--- config.mk ---
export PLATFORM = sky130hd
export DESIGN_NAME = plcc_link_regs
export DESIGN_NICKNAME = d
export VERILOG_FILES = /design/src/logic/plcc_pkg.sv /design/src/logic/plcc_axil_slave.sv /design/src/logic/plcc_link_regs.sv /design/src/logic/plcc_sync.sv
export VERILOG_INCLUDE_DIRS = /design/src /design/src/logic
export SDC_FILE = /design/constraint.sdc
export NUM_CORES = 1
export LEC_CHECK = 0
export ABC_AREA = 0
export CELL_PAD_IN_SITES_DETAIL_PLACEMENT = 1
export CELL_PAD_IN_SITES_GLOBAL_PLACEMENT = 2
export CORE_MARGIN = 3
export CORE_UTILIZATION = 40
export CTS_CLUSTER_SIZE = 28
export DETAILED_ROUTE_END_ITERATION = 7
export DONT_BUFFER_PORTS = 1
export PLACE_DENSITY_LB_ADDON = 0.12
export RECOVER_POWER = 25
export SYNTH_ARGS = -nofsm -noshare
export SYNTH_HDL_FRONTEND = slang
export SYNTH_SLANG_ARGS = --single-unit
--- constraint.sdc ---
create_clock -name clk -period 2.96 [get_ports clk]
set_clock_uncertainty 0.15 [all_clocks]
set_input_delay 0 -clock clk [delete_from_list [all_inputs] [get_ports clk]]
set_output_delay 0 -clock clk [all_outputs]
set_load 0.02 [all_outputs]
--- src/logic/plcc_cfg.svh ---
// Offsets, field positions, reset values and counts of the link capability/control bank
`ifndef PLCC_CFG_SVH
`define PLCC_CFG_SVH

`define PLCC_ADDR_W          12
`define PLCC_LINK_CAP_OFS    12'h04c
`define PLCC_LINK_CTL_OFS    12'h050

`define PLCC_RESP_OKAY       2'h0
`define PLCC_RESP_SLVERR     2'h2

`define PLCC_CAP_SPEED       3:0
`define PLCC_CAP_WIDTH       9:4
`define PLCC_CAP_PMS         11:10
`define PLCC_CAP_L0S_LAT     14:12
`define PLCC_CAP_L1_LAT      17:15
`define PLCC_CAP_PORT        31:24

`define PLCC_CTL_PM          1:0
`define PLCC_CTL_RCB         3
`define PLCC_CTL_OFF         4
`define PLCC_CTL_RETRAIN     5
`define PLCC_CTL_SHARED_REFCLK_FLAG        6
`define PLCC_CTL_LONG_SYNC_MODE       7

`define PLCC_SPEED_CODE      4'h1
`define PLCC_WIDTH_RST       6'h08
`define PLCC_PMS_CODE        2'h3
`define PLCC_L0S_LAT_SEP     3'h5
`define PLCC_L0S_LAT_COMMON  3'h3
`define PLCC_L1_LAT_RST      3'h2
`define PLCC_PM_RST          2'h0

`define PLCC_EXT_FTS_COUNT   13'h1000
`define PLCC_STRAP_SETTLE    2'h3

`endif

--- src/logic/plcc_pkg.sv ---
// Types shared by the link capability/control bank
package plcc_pkg;

	typedef struct packed {
		logic        en;
		logic [11:0] addr;
		logic [31:0] data;
		logic [3:0]  strb;
	} plcc_wr_s;

	typedef struct packed {
		logic        en;
		logic [11:0] addr;
	} plcc_rd_s;

	typedef struct packed {
		logic       valid;
		logic [1:0] value;
	} plcc_pm_load_s;

	typedef enum logic [1:0] {
		PLCC_SEQ_IDLE,
		PLCC_SEQ_FTS,
		PLCC_SEQ_SKP
	} plcc_seq_e;

	typedef enum logic {
		PLCC_OS_FTS,
		PLCC_OS_SKP
	} plcc_os_e;

	typedef struct packed {
		logic [1:0]  strap_cnt;
		logic        strap_done;
		logic [1:0]  port_idx;
		logic [5:0]  lane_cap;
		logic [2:0]  l1_lat;
		logic [1:0]  pm_ctl;
		logic        off;
		logic        shared_refclk_flag;
		logic        long_sync_mode;
		logic [5:0]  train_width;
		logic        retrain;
		plcc_seq_e   seq;
		logic [12:0] os_left;
		logic        os_valid;
		plcc_os_e    os_kind;
		logic        seq_long;
	} plcc_top_s;

endpackage

--- src/logic/plcc_axil_slave.sv ---
// AXI4-Lite slave front end turning bus transfers into single-cycle strobes
`timescale 1ns/1ps
`include "plcc_cfg.svh"
module plcc_axil_slave
	import plcc_pkg::*;
(
	input  wire logic        clk,
	input  wire logic        nrst,
	input  wire logic        awvalid,
	output logic             awready,
	input  wire logic [11:0] awaddr,
	input  wire logic        wvalid,
	output logic             wready,
	input  wire logic [31:0] wdata,
	input  wire logic [3:0]  wstrb,
	output logic             bvalid,
	input  wire logic        bready,
	output logic [1:0]       bresp,
	input  wire logic        arvalid,
	output logic             arready,
	input  wire logic [11:0] araddr,
	output logic             rvalid,
	input  wire logic        rready,
	output logic [31:0]      rdata,
	output logic [1:0]       rresp,
	output plcc_wr_s         wr,
	input  wire logic        wr_err,
	output plcc_rd_s         rd,
	input  wire logic [31:0] rd_data,
	input  wire logic        rd_err
);
	typedef struct packed {
		logic        aw_rdy;
		logic        w_rdy;
		logic        aw_full;
		logic        w_full;
		logic [11:0] waddr;
		logic [31:0] wdata;
		logic [3:0]  wstrb;
		logic        bvalid;
		logic [1:0]  bresp;
		logic        ar_rdy;
		logic        rvalid;
		logic [31:0] rdata;
		logic [1:0]  rresp;
	} plcc_axil_s;

	plcc_axil_s s_q;
	plcc_axil_s s_d;

	// Address and data are taken in either order; the commit waits for both
	always_comb begin
		s_d = s_q;
		wr  = '0;
		rd  = '0;
		if (awvalid && s_q.aw_rdy) begin
			s_d.aw_full = 1'b1;
			s_d.aw_rdy  = 1'b0;
			s_d.waddr   = awaddr;
		end
		if (wvalid && s_q.w_rdy) begin
			s_d.w_full = 1'b1;
			s_d.w_rdy  = 1'b0;
			s_d.wdata  = wdata;
			s_d.wstrb  = wstrb;
		end
		if (s_q.aw_full && s_q.w_full && !s_q.bvalid) begin
			wr.en       = 1'b1;
			wr.addr     = s_q.waddr;
			wr.data     = s_q.wdata;
			wr.strb     = s_q.wstrb;
			s_d.aw_full = 1'b0;
			s_d.w_full  = 1'b0;
			s_d.bvalid  = 1'b1;
			s_d.bresp   = wr_err ? `PLCC_RESP_SLVERR : `PLCC_RESP_OKAY;
		end
		// Ready stays low until the response is taken, so one write at a time
		if (s_q.bvalid && bready) begin
			s_d.bvalid = 1'b0;
			s_d.aw_rdy = 1'b1;
			s_d.w_rdy  = 1'b1;
		end
		if (arvalid && s_q.ar_rdy) begin
			rd.en      = 1'b1;
			rd.addr    = araddr;
			s_d.ar_rdy = 1'b0;
			s_d.rvalid = 1'b1;
			s_d.rdata  = rd_data;
			s_d.rresp  = rd_err ? `PLCC_RESP_SLVERR : `PLCC_RESP_OKAY;
		end
		if (s_q.rvalid && rready) begin
			s_d.rvalid = 1'b0;
			s_d.ar_rdy = 1'b1;
		end
	end

	always_ff @(posedge clk or negedge nrst) begin
		if (!nrst) begin
			s_q        <= '0;
			s_q.aw_rdy <= 1'b1;
			s_q.w_rdy  <= 1'b1;
			s_q.ar_rdy <= 1'b1;
		end else begin
			s_q <= s_d;
		end
	end

	assign awready = s_q.aw_rdy;
	assign wready  = s_q.w_rdy;
	assign bvalid  = s_q.bvalid;
	assign bresp   = s_q.bresp;
	assign arready = s_q.ar_rdy;
	assign rvalid  = s_q.rvalid;
	assign rdata   = s_q.rdata;
	assign rresp   = s_q.rresp;
endmodule

--- src/logic/plcc_link_regs.sv ---
// Link capability and link control registers of one switch port
`timescale 1ns/1ps
`include "plcc_cfg.svh"

// Contract
// - Max speed field always reads the fixed 2.5 Gbps code 0x1.
// - Max lane count, bits 9:4, resets to eight and may be lowered.
// - Any lane count other than 1, 2, 4 or 8 trains one lane.
// - Power management support, bits 11:10, always reads 0x3.
// - Standby exit latency reads 0x5 with separate clocks, 0x3 with common.
// - Deep idle exit latency, bits 17:15, resets to code 0x2.
// - Bits 31:24 are read-only and give this port's index.
// - Power control bits 1:0 enable none, L0s, L1 or both.
// - Power control resets disabled; a start-up memory load may replace it.
// - Completion boundary bit 3 always reads zero.
// - Link off bit set on a downstream port keeps its link disabled.
// - Link off bit is fixed at zero on the upstream port.
// - Writing one to the retrain bit sends the training machine to Recovery.
// - Retrain bit always reads zero.
// - Upstream retrain writes count only while the unlock bit is set.
// - Shared reference clock flag, bit 6, is plain read-write.
// - Long sync mode sends 4096 FTS then one SKP per standby exit.
module plcc_link_regs
	import plcc_pkg::*;
(
	input  wire logic          clk,
	input  wire logic          nrst,
	input  wire logic          awvalid,
	output logic               awready,
	input  wire logic [11:0]   awaddr,
	input  wire logic          wvalid,
	output logic               wready,
	input  wire logic [31:0]   wdata,
	input  wire logic [3:0]    wstrb,
	output logic               bvalid,
	input  wire logic          bready,
	output logic [1:0]         bresp,
	input  wire logic          arvalid,
	output logic               arready,
	input  wire logic [11:0]   araddr,
	output logic               rvalid,
	input  wire logic          rready,
	output logic [31:0]        rdata,
	output logic [1:0]         rresp,
	input  wire logic [1:0]    port_sel_pin,
	input  wire logic          upstream_write_unlock,
	input  wire plcc_pm_load_s pm_load,
	input  wire logic          l0s_exit_start,
	input  wire logic [7:0]    n_fts,
	input  wire logic          os_ready,
	output logic [5:0]         train_width,
	output logic               link_off,
	output logic               retrain_to_recovery,
	output logic               l0s_entry_en,
	output logic               l1_entry_en,
	output logic               os_valid,
	output plcc_os_e           os_kind,
	output logic               port_is_upstream
);
	plcc_top_s  s_q;
	plcc_top_s  s_d;
	plcc_wr_s   wr;
	plcc_rd_s   rd;
	logic       wr_err;
	logic       rd_err;
	logic [31:0] rd_data;
	logic [1:0] strap_q;
	logic       upstream;
	logic       wr_cap;
	logic       wr_ctl;
	logic [31:0] cap_word;
	logic [31:0] ctl_word;
	logic [31:0] cur_word;
	logic [31:0] merged;

	// Bus front end; register decode and side effects live here
	plcc_axil_slave u_bus (
		.clk     (clk),
		.nrst    (nrst),
		.awvalid (awvalid),
		.awready (awready),
		.awaddr  (awaddr),
		.wvalid  (wvalid),
		.wready  (wready),
		.wdata   (wdata),
		.wstrb   (wstrb),
		.bvalid  (bvalid),
		.bready  (bready),
		.bresp   (bresp),
		.arvalid (arvalid),
		.arready (arready),
		.araddr  (araddr),
		.rvalid  (rvalid),
		.rready  (rready),
		.rdata   (rdata),
		.rresp   (rresp),
		.wr      (wr),
		.wr_err  (wr_err),
		.rd      (rd),
		.rd_data (rd_data),
		.rd_err  (rd_err)
	);

	// Port index straps come from pins and must be synchronised first
	plcc_sync #(
		.W (2)
	) u_strap (
		.clk  (clk),
		.nrst (nrst),
		.d    (port_sel_pin),
		.q    (strap_q)
	);

	// Port zero is the upstream port of the switch
	assign upstream = (s_q.port_idx == 2'h0);

	// Lane count to train with; reserved encodings fall back to one lane
	function automatic logic [5:0] lanes_to_train(input logic [5:0] cap);
		logic [5:0] res;
		res = 6'h01;
		case (cap)
			6'h01, 6'h02, 6'h04, 6'h08: res = cap;
			default: res = 6'h01;
		endcase
		return res;
	endfunction

	// Byte-lane merge so partial writes keep untouched bytes
	function automatic logic [31:0] merge_bytes(
		input logic [31:0] cur,
		input logic [31:0] wd,
		input logic [3:0]  strb
	);
		logic [31:0] res;
		res = cur;
		for (int i = 0; i < 4; i++) begin
			if (strb[i]) begin
				res[i*8 +: 8] = wd[i*8 +: 8];
			end
		end
		return res;
	endfunction

	// Capability word; fixed fields are built here, never stored
	always_comb begin
		cap_word                   = '0;
		cap_word[`PLCC_CAP_SPEED]  = `PLCC_SPEED_CODE;
		cap_word[`PLCC_CAP_WIDTH]  = s_q.lane_cap;
		cap_word[`PLCC_CAP_PMS]    = `PLCC_PMS_CODE;
		cap_word[`PLCC_CAP_L0S_LAT] = s_q.shared_refclk_flag ? `PLCC_L0S_LAT_COMMON
		                                       : `PLCC_L0S_LAT_SEP;
		cap_word[`PLCC_CAP_L1_LAT] = s_q.l1_lat;
		cap_word[`PLCC_CAP_PORT]   = {6'h00, s_q.port_idx};
	end

	// Control word; retrain and completion boundary always read zero
	always_comb begin
		ctl_word                      = '0;
		ctl_word[`PLCC_CTL_PM]        = s_q.pm_ctl;
		ctl_word[`PLCC_CTL_RCB]       = 1'b0;
		ctl_word[`PLCC_CTL_OFF]       = s_q.off;
		ctl_word[`PLCC_CTL_RETRAIN]   = 1'b0;
		ctl_word[`PLCC_CTL_SHARED_REFCLK_FLAG]      = s_q.shared_refclk_flag;
		ctl_word[`PLCC_CTL_LONG_SYNC_MODE]     = s_q.long_sync_mode;
	end

	// Word-aligned decode; the two low address bits are ignored
	assign wr_cap = (wr.addr[11:2] == `PLCC_LINK_CAP_OFS >> 2);
	assign wr_ctl = (wr.addr[11:2] == `PLCC_LINK_CTL_OFS >> 2);
	assign wr_err = wr.en && !wr_cap && !wr_ctl;

	// Read mux; unmapped reads return zero with an error response
	always_comb begin
		rd_data = '0;
		rd_err  = 1'b0;
		if (rd.addr[11:2] == `PLCC_LINK_CAP_OFS >> 2) begin
			rd_data = cap_word;
		end else if (rd.addr[11:2] == `PLCC_LINK_CTL_OFS >> 2) begin
			rd_data = ctl_word;
		end else begin
			rd_err = rd.en;
		end
	end

	assign cur_word = wr_cap ? cap_word : ctl_word;
	assign merged   = merge_bytes(cur_word, wr.data, wr.strb);

	// Next state: straps, start-up load, bus writes, then the exit sequencer
	always_comb begin
		s_d         = s_q;
		s_d.retrain = 1'b0;

		// Let the synchroniser settle before the index is frozen for good
		if (!s_q.strap_done) begin
			if (s_q.strap_cnt == `PLCC_STRAP_SETTLE) begin
				s_d.port_idx   = strap_q;
				s_d.strap_done = 1'b1;
			end else begin
				s_d.strap_cnt = s_q.strap_cnt + 2'h1;
			end
		end

		// Start-up memory load of power control; a bus write below wins
		if (pm_load.valid) begin
			s_d.pm_ctl = pm_load.value;
		end

		// Lockable capability fields change only while unlocked
		if (wr.en && wr_cap && upstream_write_unlock) begin
			s_d.lane_cap = merged[`PLCC_CAP_WIDTH];
			s_d.l1_lat   = merged[`PLCC_CAP_L1_LAT];
		end

		// Control write; unwritable and reserved bits are simply dropped
		if (wr.en && wr_ctl) begin
			s_d.pm_ctl = merged[`PLCC_CTL_PM];
			s_d.off    = merged[`PLCC_CTL_OFF];
			s_d.shared_refclk_flag   = merged[`PLCC_CTL_SHARED_REFCLK_FLAG];
			s_d.long_sync_mode  = merged[`PLCC_CTL_LONG_SYNC_MODE];
			if (merged[`PLCC_CTL_RETRAIN] && (!upstream || upstream_write_unlock)) begin
				s_d.retrain = 1'b1;
			end
		end

		// Upstream port can never hold the link off
		if (s_d.port_idx == 2'h0) begin
			s_d.off = 1'b0;
		end

		s_d.train_width = lanes_to_train(s_d.lane_cap);

		// Standby exit ordered-set sequencer; mode is latched at the start
		case (s_q.seq)
			PLCC_SEQ_IDLE: begin
				if (l0s_exit_start && (s_q.long_sync_mode || n_fts != 8'h00)) begin
					s_d.seq_long = s_q.long_sync_mode;
					s_d.os_left  = s_q.long_sync_mode ? `PLCC_EXT_FTS_COUNT
					                         : {5'h00, n_fts};
					s_d.os_kind  = PLCC_OS_FTS;
					s_d.os_valid = 1'b1;
					s_d.seq      = PLCC_SEQ_FTS;
				end
			end
			PLCC_SEQ_FTS: begin
				if (os_ready) begin
					if (s_q.os_left == 13'h0001) begin
						if (s_q.seq_long) begin
							s_d.os_kind = PLCC_OS_SKP;
							s_d.seq     = PLCC_SEQ_SKP;
						end else begin
							s_d.os_valid = 1'b0;
							s_d.seq      = PLCC_SEQ_IDLE;
						end
					end else begin
						s_d.os_left = s_q.os_left - 13'h0001;
					end
				end
			end
			PLCC_SEQ_SKP: begin
				// Exactly one SKP, then back to idle
				if (os_ready) begin
					s_d.os_valid = 1'b0;
					s_d.os_kind  = PLCC_OS_FTS;
					s_d.seq      = PLCC_SEQ_IDLE;
				end
			end
			default: begin
				s_d.seq      = PLCC_SEQ_IDLE;
				s_d.os_valid = 1'b0;
			end
		endcase
	end

	// State register with documented defaults
	always_ff @(posedge clk or negedge nrst) begin
		if (!nrst) begin
			s_q             <= '0;
			s_q.lane_cap    <= `PLCC_WIDTH_RST;
			s_q.train_width <= `PLCC_WIDTH_RST;
			s_q.l1_lat      <= `PLCC_L1_LAT_RST;
			s_q.pm_ctl      <= `PLCC_PM_RST;
			s_q.seq         <= PLCC_SEQ_IDLE;
			s_q.os_kind     <= PLCC_OS_FTS;
		end else begin
			s_q <= s_d;
		end
	end

	// Outputs straight from state flops, except port_is_upstream, decoded from strap_done and port_idx
	assign train_width         = s_q.train_width;
	assign link_off            = s_q.off;
	assign retrain_to_recovery = s_q.retrain;
	assign l0s_entry_en        = s_q.pm_ctl[0];
	assign l1_entry_en         = s_q.pm_ctl[1];
	assign os_valid            = s_q.os_valid;
	assign os_kind             = s_q.os_kind;
	assign port_is_upstream    = s_q.strap_done && (s_q.port_idx == 2'h0);
endmodule

--- src/logic/plcc_sync.sv ---
// Two-stage synchroniser for strap pins
`timescale 1ns/1ps
module plcc_sync #(
	parameter int W = 2
) (
	input  wire logic         clk,
	input  wire logic         nrst,
	input  wire logic [W-1:0] d,
	output logic      [W-1:0] q
);
	typedef struct packed {
		logic [W-1:0] s1;
		logic [W-1:0] s2;
	} plcc_sync_s;

	plcc_sync_s s_q;
	plcc_sync_s s_d;

	// Only the second stage is read outside; the first may go metastable
	always_comb begin
		s_d    = s_q;
		s_d.s1 = d;
		s_d.s2 = s_q.s1;
	end

	always_ff @(posedge clk or negedge nrst) begin
		if (!nrst) begin
			s_q <= '0;
		end else begin
			s_q <= s_d;
		end
	end

	assign q = s_q.s2;
endmodule

==> flow_summary.toml, run 1 <==
[status]
status = "complete, but fails checks"
violations = "max-capacitance violations, max-slew violations"

[clock_tree]
clk_latency_ns = 0.35
post_cts_buffers = 0
numCtsBuffers = 9
cts_tree = "built"
htreeDepth = 3
cts_root_buffer = "clkbuf_16"
clk_pin_slew_worst_paths_ns = 0.07
cts_buffer_depth = 2
clock-sinks = 97

[synth]
synthAdderAreaFrac_pct = 0.810
synthesis.area_um2 = 4630
synthMuxAreaShare_pct = 9.10
synth_top_family_by_area = "compound AO/OA/AOI/OAI gates"
syn_area_per_cell_um2 = 11.6
ys_seq_area_share_pct = 52.6
synth_xor_area_share_pct = 0.567
synth_cell_types = 62
synth_compound_area_share_pct = 14.3
synth_warnings = 0
synthArstFlopShare_pct = 100
ys_ff_latch = 97
netlist_instances = 401
synth_edf_count = 0
yosys.area_share.simple_pct = 13.3
synth_ff_type = "dfrtp_1"

[timing]
drv_slew = 98
slew_headroom_pct = -43.0
tightest_slew_ns = 2.15
fin_ws_ns = 0.161
fin_crit_sh_pct = 94.6
finalSetupViolCount = 0
max_freq_ghz = 0.357
fin_crit_ns = 2.80
rsz0062_at_grt = "no"
final.setup.tns_ns = 0
hold_viol = 0

[worst_setup_path]
critical-path-max-stage-delay_ns = 0.62
path_cells = "or4b_4 > or4_4 > o32a_1 > dlygate4sd3_1 > o21a_1"
cp_slowest_cell = "or4b_4"
end_kind = "register"
rr_endpoint = "l0s_entry_en"
required_ns = 3.05
cp-startpoint = "u_bus.s_q[82]"
crit_end = "l0s_entry_en"
cp_top_family = "simple AND/OR/NAND/NOR gates"
path_buf_inv = 1
critPathArrivalTime_ns = 2.89
ff2ff_path_depth = 5
critical_path_class = "register to register"
r2r_start = "u_bus.s_q[82]"
critPathMaxFanout = 9
start_kind = "register"
cp_num_cells = 5
rrSetupSlack_ns = 0.16

[pwr]
total_power_mw = 4.24
p_leak_nw = 2.31
cellPowerDensity_nw_per_um2 = 779
irDropWorstVdd_mv = 0.499

[die]
core-area_um2 = 11100
dieHeight_um = 114
ioPinCount = 137
rows = 38
initial_core_util_pct = 41.8
die_area_um2 = 12900
die-width_um = 114

[layout]
area_growth_pct = 17.4
diodes = 0
n_fill_cell = 1161
layout-drive-gt1-share_pct = 19.3
finalNetCount = 526
finalInstanceArea_um2 = 5440

[placed_design]
globalplace.congestion = 0.727
dpl.hpwl_mm = 7.61
place_area_um2 = 4580
port_buffers = 0
dp_slack_ns = 0.426

[hold_path]
hold_class = "input port to register"

[detailed_routing]
wl_per_cell_um = 19.1
totalWireLength_mm = 11.2
ant_nets = 0
drcViolationCount = 0
viasPerCell = 5.54
drt_iter0_markers = 177
drt-pass1-iter-count = 4
vias = 3242

[global_routing]
grt-ovfl-total = 0
grt_pass1_wl_mm = 18.0
antenna_found_initial = 0
grt_use_total_pct = 17.8
grt_pass1_vias = 3407
grt_max_degree = 98

[flow_run]
drv_cap = 1
-- per-layer routing --
metal / GRT usage [%] / vias up / wire length [µm]
met3: 4.14 / 12 / 626
met4: 7.13 / 0 / 179
li1: - / 1505 / -
met2: 28.2 / 82 / 5270
met5: 0 / - / 0
met1: 23.6 / 1643 / 5130
-- metrics by stage --
stage / hold WS [ns] / util [%] / std cells
2_1_floorplan: -0.446 / - / 418
3_3_place_gp: -0.443 / 41.3 / 513
3_5_place_dp: -0.443 / 41.3 / 513
4_1_cts: 0.00643 / 49.3 / 585
5_1_grt: 0.0239 / 49.1 / 585
6_report: 0.0244 / 49.1 / 585
-- cell usage after synthesis, types with 4 or more instances --
cell	count	area, µm²
dfrtp_1	91	2280
buf_4	42	315
mux2_2	33	372
o21ai_0	18	90.1
inv_1	17	63.8
nand2_1	17	63.8
nor2_1	14	52.6
a21oi_1	13	65.1
a22o_1	10	87.6
clkbuf_1	8	30.0
nor3_1	8	40.0
nor4_1	8	50.1
o2bb2ai_1	8	70.1
a22oi_1	6	45.0
dfstp_2	6	158
o31ai_1	6	45.0
mux2i_1	5	50.1
nor2b_1	5	31.3
or3b_2	5	43.8
or4_1	5	37.5
nand3_1	4	20.0
nand3b_1	4	30.0
nor3b_1	4	30.0
-- worst min path at each step --
stage,start,cells past startpoint,slack [ns],endpoint
after floorplan,nrst,0,-0.45,cap_word[15]
after global placement,nrst,0,-0.44,train_width[5]
after detailed placement,nrst,0,-0.44,train_width[5]
after CTS,araddr[8],4,0.006,u_bus.rdata[1]
after global routing,araddr[8],4,0.02,u_bus.rdata[1]
final,araddr[8],4,0.02,u_bus.rdata[1]
-- worst reg2reg max path, cell delays in order, from the launching register on --
cell and delay [ns]:
dfrtp_1 0.38, or4b_4 0.62, or4_4 0.58, o32a_1 0.32, dlygate4sd3_1 0.56, o21a_1 0.10
-- kinds of logic (layout without fill, tap and decap cells) --
group,Yosys count,count (layout)
simple gates,98,98
flops,97,97
compound gates,90,90
buf+inv,71,98
mux,38,38
fa+ha+maj,3,3
xor+xnor,3,3
other cells,1,18
-- area by class of cell --
| cell class | count | area [µm²] | area share, % |
|---|---|---|---|
| Inverter | 17 | 63.8 | 1.17 |
| Timing Repair Buffer | 65 | 623 | 11.5 |
| Sequential cell | 97 | 2430 | 44.8 |
| Multi-Input combinational cell | 250 | 1840 | 33.8 |
| Clock buffer | 9 | 225 | 4.14 |
| Clock inverter | 7 | 77.6 | 1.43 |
| Tap cell | 140 | 175 | 3.22 |
-- sequential cells by signal (all words and copies together), names as in the netlist, 2 cells and up --
name and count:
s_q 19, ctl_word 2, u_bus.rdata 16, cap_word 11, u_strap.q 2, u_strap.s_d 2
u_bus.s_q 26, train_width 6
-- layout by cell type, fill, tap and decap left out, types with 5 or more instances in the layout --
cell type      count
a21oi_1           13
a22o_1            10
a22oi_1            6
buf_4              9
clkbuf_16          9
conb_1            18
dfrtp_1           91
dfstp_2            6
dlygate4sd3_1     55
inv_1             17
mux2_2            33
mux2i_1            5
nand2_1           17
nor2_1            14
nor2b_1            5
nor3_1             8
nor4_1             7
o21ai_0           18
o2bb2ai_1          8
o31ai_1            6
or3b_2             5
-- report_power, final --
part,leakage (nW),internal [mW],switching [mW],total [mW]
registers,1.19,1.64,0.364,2.00
logic,0.973,0.510,0.526,1.04
clock network,0.152,0.664,0.531,1.20
total,2.31,2.82,1.42,4.24
-- what timing repair did --
| item | 4_1_cts | 5_1_grt |
|---|---|---|
| gates resized for setup | 0 | 1 |
| endpoints found under the hold margin | 156 | 0 |
| hold buffers | 56 | 0 |
| setup endpoints to repair | 0 | 2 |
No activity file was read; power rests on OpenSTA's default activity.
==> run 2: changes to the inputs <==
--- a/config.mk
+++ b/config.mk
@@ -7,7 +7,7 @@
 export NUM_CORES = 1
 export LEC_CHECK = 0
 export ABC_AREA = 0
-export CELL_PAD_IN_SITES_DETAIL_PLACEMENT = 1
+export CELL_PAD_IN_SITES_DETAIL_PLACEMENT = 2
 export CELL_PAD_IN_SITES_GLOBAL_PLACEMENT = 2
 export CORE_MARGIN = 3
 export CORE_UTILIZATION = 40
==> flow_summary.toml, run 2 (synthesis gave the netlist of run 1 again) <==
[status]
status = "complete, but fails checks"
violations = "max-capacitance violations, max-slew violations"

[timing]
finalSetupViolCount = 0
whs_ns = 0.0267
fin_crit_sh_pct = 95.8
fin_crit_ns = 2.84
final.setup.tns_ns = 0
hold_viol = 0
tightest_slew_ns = 2.14
max_freq_ghz = 0.353
drv_slew = 98
rsz0062_at_grt = "no"
slew_headroom_pct = -42.8

[detailed_routing]
ant_nets = 0
drt_iter0_markers = 117
vias = 3255
viasPerCell = 5.58
totalWireLength_mm = 12.4
drcViolationCount = 0
wl_per_cell_um = 21.4
drt-pass1-iter-count = 4

[layout]
diodes = 0
layout_commonest_cell = "dfrtp_1"
finalNetCount = 525
regMostFlops = "u_bus.s_q"
largest_reg_flops = 26
area_growth_pct = 17.1
stdcell_count = 583
n_fill_cell = 1110
layout-drive-gt1-share_pct = 19.0
final_cell_mix = "dfrtp_1 (91), dlygate4sd3_1 (54), mux2_2 (33), o21ai_0 (18), conb_1 (18)"

[clock_tree]
clk_pin_slew_worst_paths_ns = 0.07
clock-sinks = 97
numCtsBuffers = 9
cts_root_buffer = "clkbuf_16"
post_cts_buffers = 0
htreeDepth = 3
cts_tree = "built"
cts_buffer_depth = 2
clk_latency_ns = 0.35

[placed_design]
globalplace.congestion = 0.727
dpl.hpwl_mm = 8.28
port_buffers = 0
place_inst = 513

[pwr]
p_leak_nw = 2.30
total_power_mw = 4.27
cellPowerDensity_nw_per_um2 = 787
irDropWorstVdd_mv = 0.456

[worst_setup_path]
cp-startpoint = "u_bus.s_q[82]"
critPathMaxFanout = 9
critical_path_class = "register to register"
path_buf_inv = 1
ff2ff_path_depth = 5
rrSetupSlack_ns = 0.12
required_ns = 3.05
end_kind = "register"
cp_top_family = "simple AND/OR/NAND/NOR gates"
r2r_start = "u_bus.s_q[82]"
cp_slowest_cell = "or4b_4"
rr_endpoint = "l0s_entry_en"
critPathArrivalTime_ns = 2.92
path_cells = "or4b_4 > or4_4 > o32a_1 > dlygate4sd3_1 > o21a_1"
start_kind = "register"
crit_end = "l0s_entry_en"
cp_num_cells = 5
critical-path-max-stage-delay_ns = 0.62

[die]
dieHeight_um = 114
core-area_um2 = 11100
rows = 38
die_area_um2 = 12900
initial_core_util_pct = 41.8
ioPinCount = 137
die-width_um = 114

[global_routing]
antenna_found_initial = 0
grt_pass1_wl_mm = 20.4
grt-ovfl-total = 0
grt_use_total_pct = 20.4
grt_max_degree = 98
grt_pass1_vias = 3627

[hold_path]
hold_depth = 5
hold_class = "input port to register"

[flow_run]
drv_cap = 1
-- run 2: where the power goes --
part | leakage, nW | total, mW | switching (mW) | internal, mW
combinational | 0.966 | 1.06 | 0.553 | 0.511
sequential | 1.19 | 2.02 | 0.381 | 1.64
clock | 0.142 | 1.18 | 0.504 | 0.677
-- run 2: how the worst min path moves through the flow --
| stage | slack [ns] | to | from |
|---|---|---|---|
| 3_3_place_gp | -0.44 | train_width[5] | nrst |
| 5_1_grt | 0.05 | u_strap.s_d[1] | port_sel_pin[1] |
| 2_1_floorplan | -0.45 | cap_word[15] | nrst |
| 3_5_place_dp | -0.44 | u_bus.rvalid | nrst |
| 6_report | 0.03 | u_bus.rdata[12] | araddr[8] |
| 4_1_cts | 0.006 | u_bus.rdata[12] | araddr[8] |
-- run 2: area by class of cell --
class                           instances  area, µm²  area share, %
Clock buffer                           11        243           4.48
Clock inverter                          4       55.1           1.01
Timing Repair Buffer                   64        613           11.3
Inverter                               17       63.8           1.18
Tap cell                              140        175           3.23
Multi-Input combinational cell        250       1840           33.9
Sequential cell                        97       2430           44.9
-- run 2: per-layer routing --
layer	global-route usage (%)	share of wire, %	up-vias	routed length, µm
met1	25.6	44	1667	5480
li1	-	-	1495	-
met5	0	0	-	0
met2	35.1	50	81	6230
met4	6.25	1.2	0	155
met3	4.67	4.7	12	586
-- run 2: worst reg2reg max path, cell delays in order (launching register included) --
cell and delay (ns):
dfrtp_1 0.38, or4b_4 0.62, or4_4 0.57, o32a_1 0.32, dlygate4sd3_1 0.57, o21a_1 0.11
-- run 2: through the flow --
stage / instance area (µm²) / util, % / worst slack (ns)
6_report: 5420 / 49.0 / 0.125
3_3_place_gp: 4580 / 41.3 / 0.467
5_1_grt: 5420 / 49.0 / 0.0355
4_1_cts: 5440 / 49.1 / 0.0649
3_5_place_dp: 4580 / 41.3 / 0.402
2_1_floorplan: 4700 / - / 0.511
-- run 2: what timing repair did --
| action | in CTS | in global routing |
|---|---|---|
| hold buffers | 55 | 0 |
| gates resized for setup | 0 | 1 |
| setup endpoints to repair | 0 | 2 |
| hold endpoints to repair | 149 | 0 |
==> run 3: changes to the inputs <==
--- a/config.mk
+++ b/config.mk
@@ -10,7 +10,7 @@
 export CELL_PAD_IN_SITES_DETAIL_PLACEMENT = 2
 export CELL_PAD_IN_SITES_GLOBAL_PLACEMENT = 2
 export CORE_MARGIN = 3
-export CORE_UTILIZATION = 40
+export CORE_UTILIZATION = 36
 export CTS_CLUSTER_SIZE = 28
 export DETAILED_ROUTE_END_ITERATION = 7
 export DONT_BUFFER_PORTS = 1
==> constraint.sdc (replaced) <==
create_clock -name clk -period 2.27 [get_ports clk]
set_clock_uncertainty 0.15 [all_clocks]
set_input_delay 0 -clock clk [delete_from_list [all_inputs] [get_ports clk]]
set_output_delay 0 -clock clk [all_outputs]
set_load 0.02 [all_outputs]
==> flow_summary.toml, run 3 (synthesis gave the netlist of run 1 again) <==
[status]
status = "complete, but fails checks"
violations = "negative hold slack, negative setup slack"

[detailed_routing]
drt-pass1-iter-count = 4
drt_iter0_markers = 122
viasPerCell = 5.30
totalWireLength_mm = 12.7
drcViolationCount = 0
vias = 3352
ant_nets = 0
wl_per_cell_um = 20.1

[layout]
n_fill_cell = 1298
area_growth_pct = 22.1
finalNetCount = 546
final_cell_mix = "dfrtp_1 (91), dlygate4sd3_1 (52), mux2_2 (32), buf_4 (32)"
layout_commonest_cell = "dfrtp_1"
largest_reg_flops = 26
regMostFlops = "u_bus.s_q"
diodes = 0
layout-drive-gt1-share_pct = 24.3

[worst_setup_path]
ff2ff_path_depth = 4
crit_path_frequent_cell = "or4b_4"
critical_path_class = "register to register"
end_kind = "register"
start_kind = "register"
critical-path-max-stage-delay_ns = 0.59
critPathMaxFanout = 4
cp_slowest_cell = "or4b_4"
required_ns = 2.35
path_cells = "or4b_4 > nor4_4 > or4b_4 > a221o_1"
critPathArrivalTime_ns = 2.42

[timing]
finalSetupViolCount = 3
drv_slew = 0
fin_ws_ns = -0.0678
max_freq_ghz = 0.428
rsz0062_at_grt = "yes"
tightest_slew_ns = 0.734
whs_ns = -0.806
fin_crit_ns = 2.34
slew_headroom_pct = 50.9
fin_crit_sh_pct = 103
hold_viol = 97

[clock_tree]
numCtsBuffers = 9
clk_latency_ns = 0.36
clock-sinks = 97
cts_buffer_depth = 2
clk_pin_slew_worst_paths_ns = 0.06
holdBufCountCts = 52
cts_tree = "built"
cts_root_buffer = "clkbuf_16"
htreeDepth = 3

[die]
core-area_um2 = 12300
ioPinCount = 137
die-width_um = 119
initial_core_util_pct = 37.6
dieHeight_um = 119
die_area_um2 = 14300
rows = 40

[placed_design]
dpl.hpwl_mm = 8.67
port_buffers = 0
globalplace.congestion = 0.783

[pwr]
cellPowerDensity_nw_per_um2 = 999
p_leak_nw = 2.42
irDropWorstVdd_mv = 0.624
total_power_mw = 5.66

[global_routing]
grt-ovfl-total = 0
antenna_found_initial = 0
grt_max_degree = 98
grt_pass1_vias = 3656
grt_use_total_pct = 18.3
grt_pass1_wl_mm = 20.3

[hold_path]
hold_class = "input port to async pin"

[flow_run]
drv_cap = 0
==> run 3: stage by stage <==
stage          cells  setup TNS (ns)  util (%)  cell area, µm²  worst slack [ns]
3_3_place_gp     563          -0.110      38.9            4790           -0.0397
5_1_grt          633          -0.607      46.0            5660            -0.151
3_5_place_dp     563          -0.287      38.9            4790            -0.112
2_1_floorplan    418         -0.0562         -            4710           -0.0209
4_1_cts          631          -0.172      45.5            5600           -0.0796
6_report         633          -0.100      46.0            5660           -0.0678
==> run 3: critical path: cells and delay by family (launching register included) <==
kind | cells | cell delay [ns]
compound gates | 1 | 0.35
flops | 1 | 0.37
simple gates | 3 | 1.34
==> run 3: layout make-up <==
class	count	area (µm²)	area share [%]
flip-flops and latches	97	2430	43.0
multi-input cells	250	1890	33.4
repair buffers	85	772	13.6
clock buffers	10	239	4.22
well taps	168	210	3.72
inverters	17	63.8	1.13
clock inverters	6	48.8	0.862
==> run 3: worst paths after layout <==
check,from,to,slack (ns)
worst max-delay path,u_bus.s_q[82],train_width[0],-0.07
worst min-delay path,nrst,train_width[5],-0.81
worst max register to register,u_bus.s_q[82],train_width[0],-0.07
worst min register to register,u_strap.s_d[1],u_strap.q[1],0.20
max in group asynchronous,nrst,u_bus.awready,2.54
min in group clk,araddr[8],u_bus.rdata[12],0.04
==> run 3: repair_timing <==
item,in CTS,in global routing
hold endpoints to repair,149,97
cloned,0,0
pin swaps,0,1
buffers inserted,0,2
setup endpoints to repair,6,14
resized for setup,2,5
==> run 3: metal layers <==
metal  wire, µm  global-route usage (%)
met5          0                       0
met4        138                    4.15
met3        652                    6.70
met2       6650                    31.3
met1       5280                    22.1
==> run 3: report_power, final <==
group	total, mW	switching (mW)	leakage (nW)	internal, mW
Combinational	1.60	0.788	1.09	0.808
Sequential	2.59	0.448	1.19	2.14
Clock	1.47	0.685	0.143	0.784
